## src/common/flow_trace_pkg.sv

```systemverilog
// constants and carrier types for the program flow trace marking block
// assumes a single processor clock and core reset
package flow_trace_pkg;
    localparam logic [1:0] SHOW_ALL = 2'h0;
    localparam logic [1:0] SHOW_FLOW = 2'h1;
    localparam logic [1:0] SHOW_INDIRECT = 2'h2;
    localparam logic [1:0] SHOW_SYNC = 2'h3;
    localparam logic [1:0] SHOW_RESET = 2'h3;
    localparam logic [3:0] CT_NORMAL = 4'h0;
    localparam logic [3:0] CT_INDIRECT_EXT = 4'h1;
    localparam logic [1:0] FLUSH_DEBUG = 2'h3;
    typedef enum logic [2:0] {
        QS_NONE = 3'b000,
        QS_SEQ = 3'b001,
        QS_NOT_TAKEN = 3'b010,
        QS_SYNC = 3'b011,
        QS_EXCEPTION = 3'b100,
        QS_INDIRECT = 3'b101,
        QS_DIRECT = 3'b110,
        QS_NOT_TAKEN_F = 3'b111
    } fetch_kind_e;
    typedef struct packed {
        logic valid;
        logic internal;
        logic cache_hit;
        logic [3:0] int_cycle_type;
    } fetch_s;
    typedef struct packed {
        logic show;
        logic [3:0] cycle_type;
        logic address_type;
        logic write_not_read;
        logic address_only;
    } bus_mark_s;
endpackage

```

## src/design/flow_trace_mark.sv

```systemverilog
// program flow trace marking: classifies fetches, marks indirect flow changes, drives trace pins
// assumes the fetch unit presents one fetch event per cycle with its kind, synchronous to ref_clk
`timescale 1ns/1ps
`default_nettype none
module flow_trace_mark (
    input wire logic ref_clk,
    input wire logic resetn,
    input wire flow_trace_pkg::fetch_s fetch,
    input wire flow_trace_pkg::fetch_kind_e fetch_kind,
    input wire logic context_instr,
    input wire logic [2:0] queue_flush_count,
    input wire logic [1:0] history_flush_count,
    input wire logic debug_mode,
    input wire logic sync_request,
    input wire logic show_write,
    input wire logic [1:0] show_write_value,
    input wire logic instr_issue,
    output flow_trace_pkg::bus_mark_s bus_mark,
    output logic [2:0] queue_status_lines,
    output logic [1:0] history_flush_lines,
    output logic fetch_serialize,
    output logic [1:0] fetch_show_control
);
    logic [1:0] pending_show;
    logic [1:0] pending_count;
    logic sync_seen;
    logic mark_next;
    logic direct_mark;
    logic next_direct_mark;
    logic flush_slot;
    logic [1:0] next_fetch_show_control;
    logic [1:0] next_pending_show;
    logic [1:0] next_pending_count;
    logic next_sync_seen;
    logic next_mark_next;
    logic next_flush_slot;
    flow_trace_pkg::bus_mark_s next_bus_mark;
    logic [2:0] next_queue_status;
    logic [1:0] next_history_flush;
    logic next_fetch_serialize;
    logic sync_toggle;
    logic indirect;
    logic flow_change;
    logic show_it;

    function automatic logic kind_flushes(input flow_trace_pkg::fetch_kind_e k);
        kind_flushes = k[2];
    endfunction

    // control pipeline: the write waits until two instructions have issued
    always_comb begin
        next_fetch_show_control = fetch_show_control;
        next_pending_show = pending_show;
        next_pending_count = pending_count;
        if (pending_count != 2'h0 && instr_issue) begin
            next_pending_count = pending_count - 2'h1;
            if (pending_count == 2'h1) begin
                next_fetch_show_control = pending_show;
            end
        end
        if (show_write) begin
            next_pending_show = show_write_value;
            next_pending_count = 2'h2;
        end
    end

    always_comb begin
        sync_toggle = sync_request != sync_seen;
        indirect = mark_next;
        // the direct-taken kind arrives a cycle before its target fetch, so it is held like the indirect mark
        flow_change = mark_next || direct_mark;
        next_sync_seen = sync_request;
        next_mark_next = mark_next;
        next_direct_mark = direct_mark;
        next_flush_slot = flush_slot;
        next_queue_status = flow_trace_pkg::QS_NONE;
        next_history_flush = history_flush_count;
        if (sync_toggle) begin
            next_mark_next = 1'b1;
        end
        if (fetch.valid) begin
            next_mark_next = sync_toggle;
            next_direct_mark = 1'b0;
        end
        if (fetch_kind == flow_trace_pkg::QS_DIRECT) begin
            next_direct_mark = 1'b1;
        end
        // the kind reported describes the previous fetch; its target gets the mark
        if (fetch_kind == flow_trace_pkg::QS_EXCEPTION || fetch_kind == flow_trace_pkg::QS_INDIRECT
                || context_instr) begin
            next_mark_next = 1'b1;
        end
        if (flush_slot && fetch_kind != flow_trace_pkg::QS_NOT_TAKEN_F) begin
            next_queue_status = queue_flush_count;
            next_flush_slot = 1'b0;
        end else if (context_instr) begin
            next_queue_status = flow_trace_pkg::QS_INDIRECT;
            next_flush_slot = 1'b1;
        end else if (sync_toggle && fetch_kind == flow_trace_pkg::QS_NONE) begin
            next_queue_status = flow_trace_pkg::QS_SYNC;
            next_flush_slot = 1'b0;
        end else begin
            next_queue_status = fetch_kind;
            next_flush_slot = kind_flushes(fetch_kind);
        end
        if (debug_mode) begin
            next_queue_status = flow_trace_pkg::QS_NONE;
            next_history_flush = flow_trace_pkg::FLUSH_DEBUG;
            next_flush_slot = 1'b0;
        end
        case (fetch_show_control)
            flow_trace_pkg::SHOW_ALL: show_it = 1'b1;
            flow_trace_pkg::SHOW_FLOW: show_it = flow_change;
            flow_trace_pkg::SHOW_INDIRECT: show_it = indirect;
            flow_trace_pkg::SHOW_SYNC: show_it = indirect && sync_request;
            default: show_it = 1'b0;
        endcase
        next_fetch_serialize = fetch_show_control == flow_trace_pkg::SHOW_ALL;
        next_bus_mark = '0;
        // retirement lives in the core; this block reports fetches only
        if (fetch.valid && show_it) begin
            next_bus_mark.show = 1'b1;
            next_bus_mark.address_type = 1'b1;
            if (fetch.internal || fetch.cache_hit) begin
                next_bus_mark.address_only = 1'b1;
                next_bus_mark.cycle_type = fetch.int_cycle_type;
                next_bus_mark.write_not_read = !indirect;
            end else begin
                next_bus_mark.cycle_type = indirect ? flow_trace_pkg::CT_INDIRECT_EXT
                                                    : flow_trace_pkg::CT_NORMAL;
                next_bus_mark.write_not_read = 1'b1;
            end
        end
    end

    always_ff @(posedge ref_clk or negedge resetn) begin
        if (!resetn) begin
            fetch_show_control <= flow_trace_pkg::SHOW_RESET;
            pending_show <= flow_trace_pkg::SHOW_RESET;
            pending_count <= 2'h0;
            sync_seen <= 1'b0;
            mark_next <= 1'b0;
            direct_mark <= 1'b0;
            flush_slot <= 1'b0;
            bus_mark <= '0;
            queue_status_lines <= 3'h0;
            history_flush_lines <= 2'h0;
            fetch_serialize <= 1'b0;
        end else begin
            fetch_show_control <= next_fetch_show_control;
            pending_show <= next_pending_show;
            pending_count <= next_pending_count;
            sync_seen <= next_sync_seen;
            mark_next <= next_mark_next;
            direct_mark <= next_direct_mark;
            flush_slot <= next_flush_slot;
            bus_mark <= next_bus_mark;
            queue_status_lines <= next_queue_status;
            history_flush_lines <= next_history_flush;
            fetch_serialize <= next_fetch_serialize;
        end
    end

    AST_ALL_SERIAL: assert property (@(posedge ref_clk) disable iff (!resetn)
        fetch_show_control == flow_trace_pkg::SHOW_ALL |=> fetch_serialize)
        else $error("show-all not serialized");
    AST_EXT_MARK: assert property (@(posedge ref_clk) disable iff (!resetn)
        fetch.valid && show_it && indirect && !fetch.internal && !fetch.cache_hit
        |=> bus_mark.cycle_type == 4'h1 && bus_mark.write_not_read)
        else $error("external indirect fetch not coded 0001");
    AST_INT_MARK: assert property (@(posedge ref_clk) disable iff (!resetn)
        fetch.valid && show_it && indirect && fetch.internal |=> bus_mark.address_only && !bus_mark.write_not_read)
        else $error("internal indirect fetch not marked low");
    AST_AT_HIGH: assert property (@(posedge ref_clk) disable iff (!resetn)
        bus_mark.show |-> bus_mark.address_type)
        else $error("address type low on show");
    AST_CTX_101: assert property (@(posedge ref_clk) disable iff (!resetn)
        context_instr && !flush_slot && !debug_mode |=> queue_status_lines == 3'b101 ##0 mark_next)
        else $error("context instruction not reported as indirect");
    AST_SYNC_MARK: assert property (@(posedge ref_clk) disable iff (!resetn)
        sync_request != sync_seen |=> mark_next)
        else $error("sync toggle not marked");
    AST_DELAY: assert property (@(posedge ref_clk) disable iff (!resetn)
        show_write && !instr_issue ##1 (!show_write && !instr_issue)[*2]
        |-> fetch_show_control == $past(fetch_show_control, 2))
        else $error("show control changed too early");
    AST_HIST: assert property (@(posedge ref_clk) disable iff (!resetn)
        !debug_mode |=> history_flush_lines == $past(history_flush_count))
        else $error("history flush count wrong");
    AST_NONE_SYNC: assert property (@(posedge ref_clk) disable iff (!resetn)
        fetch_show_control == 2'h3 && !sync_request |=> !bus_mark.show)
        else $error("show cycle while suppressed");
    AST_DEBUG_PINS: assert property (@(posedge ref_clk) disable iff (!resetn)
        debug_mode |=> queue_status_lines == 3'h0 && history_flush_lines == 2'h3)
        else $error("debug mode pins wrong");
    AST_SERIAL_OFF: assert property (@(posedge ref_clk) disable iff (!resetn)
        fetch_show_control != flow_trace_pkg::SHOW_ALL |=> !fetch_serialize)
        else $error("serialized outside show-all");
    AST_FLUSH_REPORT: assert property (@(posedge ref_clk) disable iff (!resetn)
        flush_slot && !debug_mode && fetch_kind != flow_trace_pkg::QS_NOT_TAKEN_F
        |=> queue_status_lines == $past(queue_flush_count))
        else $error("queue flush count not reported");
    AST_DIRECT_SHOW: assert property (@(posedge ref_clk) disable iff (!resetn)
        fetch_show_control == flow_trace_pkg::SHOW_FLOW && fetch.valid && direct_mark |=> bus_mark.show)
        else $error("direct flow change not shown");
    AST_EXT_WRITE: assert property (@(posedge ref_clk) disable iff (!resetn)
        bus_mark.show && !bus_mark.address_only |-> bus_mark.write_not_read)
        else $error("full external cycle without write-not-read high");
    AST_NO_FETCH: assert property (@(posedge ref_clk) disable iff (!resetn)
        !fetch.valid |=> !bus_mark.show)
        else $error("show cycle without a fetch");
    AST_ALL_SHOWN: assert property (@(posedge ref_clk) disable iff (!resetn)
        fetch_show_control == flow_trace_pkg::SHOW_ALL && fetch.valid |=> bus_mark.show)
        else $error("fetch not shown in show-all");
    COV_DIRECT: cover property (@(posedge ref_clk) fetch_show_control == flow_trace_pkg::SHOW_FLOW
        && direct_mark && fetch.valid ##1 bus_mark.show);
    COV_EXT: cover property (@(posedge ref_clk) bus_mark.show && bus_mark.cycle_type == 4'h1);
    COV_INT: cover property (@(posedge ref_clk) bus_mark.show && !bus_mark.write_not_read);
    COV_CTX: cover property (@(posedge ref_clk) context_instr ##1 queue_status_lines == 3'b101);
endmodule
`default_nettype wire

```

## config.mk

```make
export PLATFORM = sky130hd
export DESIGN_NAME = flow_trace_mark
export DESIGN_NICKNAME = d
export VERILOG_FILES = /design/src/common/flow_trace_pkg.sv /design/src/design/flow_trace_mark.sv
export SDC_FILE = /design/constraint.sdc
export NUM_CORES = 1
export LEC_CHECK = 0
export BUFFER_PORTS_ARGS = -buffer_cell sky130_fd_sc_hd__buf_2
export CORE_MARGIN = 4
export CORE_UTILIZATION = 35
export DETAILED_ROUTE_END_ITERATION = 10
export SYNTH_ARGS = -nofsm -noshare
export SYNTH_HDL_FRONTEND = slang
export SYNTH_SLANG_ARGS = --single-unit
```

## constraint.sdc

```tcl
create_clock -name ref_clk -period 1.7 [get_ports ref_clk]
set_input_delay 0.34 -clock ref_clk [delete_from_list [all_inputs] [get_ports ref_clk]]
set_output_delay 0.34 -clock ref_clk [all_outputs]
set_load 0.05 [all_outputs]
```

==> results.md <==
* CTS HTree Levels at 1
* Peak supply drop at 0.7205 mV
* Worst path required time at 1360 ps
* Max-slew headroom at 65.08%
* Seq/Total Area, Yosys at 59.41%
* Average cell area after synthesis at 11.92 µm²
* Vias per Instance at 4.535
* Int Pwr at 0.0008785 W
* RSZ-0062 raised after global routing: no
* Total power at 0.001442 W
* Hold_buf cts at 1
* Clk sinks at 23
* DRC viols at 0
* CTS tree: done
* P per Cell Area at 1164 nW/µm²
* Cell area after placement at 1202 µm²
* Flops & latches, synth at 23
* Shortest period the worst path allows at 1478 ps
* Crit end category: output port
* Most common cell after layout, fill and taps aside: buf_2
* Final period utilization at 86.94%
* Synthesis Warnings at 0
* Setup CP Type: register to output port
* Crit-path cells: buf_2
* DP Cell Count at 150
* Chip Width at 60.84 µm
* CTS root buf: clkbuf_4
* Antenna-violating nets left at 0
* PortBufs at 39
* Total grt overflow at 0
* Top Family by Delay on Critical Path: flip-flops
* Max Fclk at 676.6 MHz
* Setup Fix Bufs, Post-CTS at 0
* First-pass GRT wire length at 2904 µm
* Combinational Power Share at 35.4%
* Worst slew pin tran at 522.8 ps
* I/O Pins at 40
* CP max stage delay at 570 ps
* Synth Net Count at 108
* Resized Gates After CTS at 0
* Worst path slowest cell: dfstp_2
* Clock power share at 16.7%
* Setup_tns at 0 ps
* Drt pass-1 iters at 4
* Critical path startpoint category: register
* Insertion delay to the later sink of the worst-skew pair at 300 ps
* Initial antenna violation count at 0
* Final Max Slew Viols at 0
* Wire per inst at 11.60 µm
* Status: complete, no violations
* Share of layout cells above drive strength 1 at 45.60%
* Gate Count Post-Synth at 82
* Clock Skew at 7.289 ps
* Post-layout util at 48.25%
* Vias in the first global route at 642
* Commonest non-fill, non-tap cells in the layout: buf_2, dfrtp_1, inv_1
* Final hold vios at 0
* Largest net degree at the start of global routing at 24
* DRT iter0 DRCs at 28
* Cell Rows at 18
* Total wire length at 1798 µm
* Sw Pwr at 0.0005635 W
* LEAKAGE at 0.6362 nW
* Max-Cap Viols at 0
* Final GP Congestion at 0.7354
* Switching share of power at 39.08%
* Non-Filler Cell Area, Final at 1239 µm²
* Area grow syn2layout at 26.76%
* Clk slew on worst S/H paths at 120 ps
* Cell Area, Synth at 977.2 µm²
* Post-Layout Cell Count at 155
* Sequential power share at 47.9%
* Worst-path maximum fanout at 5
* CP bufs+invs at 1
* Final setup viols at 0
* Nets at 152
* Crit path DAT at 1140 ps
* HPWL after DPL at 1419 µm
* Starting density of the core at 38.06%
* Number of inserted diodes at 0
* Core area at 2567 µm²
* Total number of vias at 703
* Total GRT Usage at 10.70%
* Die H at 60.84 µm
* Count of cell types in the netlist at 28
* Worst hold path type: input port to register
* CTS Buf Count at 3
* Clk buf depth at 2
* Die Area at 3702 µm²
-- stage by stage --
stage / setup slack (ps) / hold slack, ps
floorplan: 322.0 / 44.41
global placement: 415.1 / 335.0
detailed placement: 372.3 / 336.1
CTS: 200.5 / 171.9
global route: 163.9 / 162.5
finish: 222.0 / 178.6
-- power groups by stage --
stage	combinational (W)	clock (W)	sequential, W
finish	0.000511	0.000241	0.000691
global route	0.000550	0.000278	0.000706
CTS	0.000517	0.000256	0.000692
detailed placement	0.000514	0	0.000704
global placement	0.000507	0	0.000703
floorplan	0.000150	0	0.000930
-- metal layers --
metal,global-route usage [%],part of all wire (%),up-vias
li1,-,-,364
met1,13.01,42,314
met2,17.56,47,23
met3,2.553,8.7,2
met4,5.573,1.3,0
met5,0,0,-
-- final cells by class --
class | count | area (µm²)
Clock buffer | 4 | 26.28
Fill cell | 252 | 1329
Inverter | 12 | 45.04
Multi-Input combinational cell | 46 | 344.1
Sequential cell | 23 | 580.6
Tap cell | 30 | 37.54
Timing Repair Buffer | 40 | 205.2
-- sequential cells by signal (all words and copies together) (netlist names) --
register	count
bus_mark	7
queue_status_lines	3
fetch_show_control	2
history_flush_lines	2
pending_count	2
pending_show	2
direct_mark	1
fetch_serialize	1
flush_slot	1
indirect	1
sync_seen	1
-- synth_stat cells --
master,n,area (µm²)
nand4b_1,1,8.760
o22ai_1,2,12.51
inv_1,12,45.04
or3_1,1,6.260
dfstp_2,4,105.1
buf_4,1,7.510
mux2_2,4,45.04
xor2_1,1,8.760
nor4_1,3,18.77
mux2i_1,1,10.01
o31ai_4,1,21.27
or2_2,2,12.51
nor3_1,5,25.02
nand2b_1,1,6.260
dfrtp_1,19,475.5
xnor2_1,1,8.760
and2b_1,1,7.510
nand2_1,2,7.510
a211o_1,1,8.760
and2_4,1,8.760
nor2_1,9,33.78
a211oi_1,2,15.01
a21boi_1,1,7.510
a2111oi_2,1,15.01
o41ai_2,1,16.27
nand3_2,1,10.01
ha_1,2,25.02
a21oi_1,1,5.000
-- logic make-up after synthesis --
kind of cell	after synthesis	synth area share, %
adders and majority gates	2	2.560
DFF	23	59.41
AOI/OAI and AO/OA	10	10.37
and+or+nand+nor	27	14.85
muxes	5	5.634
buffers and inverters	13	5.378
xor gates and xnor gates	2	1.793
-- worst paths after layout --
kind	start	to	slack, ps	cells after the start
min in group asynchronous	resetn	history_flush_lines[1]	520	2
worst max register to register	pending_count[1]	fetch_show_control[0]	370	5
worst max-delay path	fetch_show_control[0]	fetch_show_control[0]	220	1
worst min-delay path	sync_request	sync_seen	180	1
max in group asynchronous	resetn	fetch_show_control[0]	820	2
worst min register to register	fetch_show_control[0]	fetch_serialize	520	1
Power figures use the tool's default switching activity.
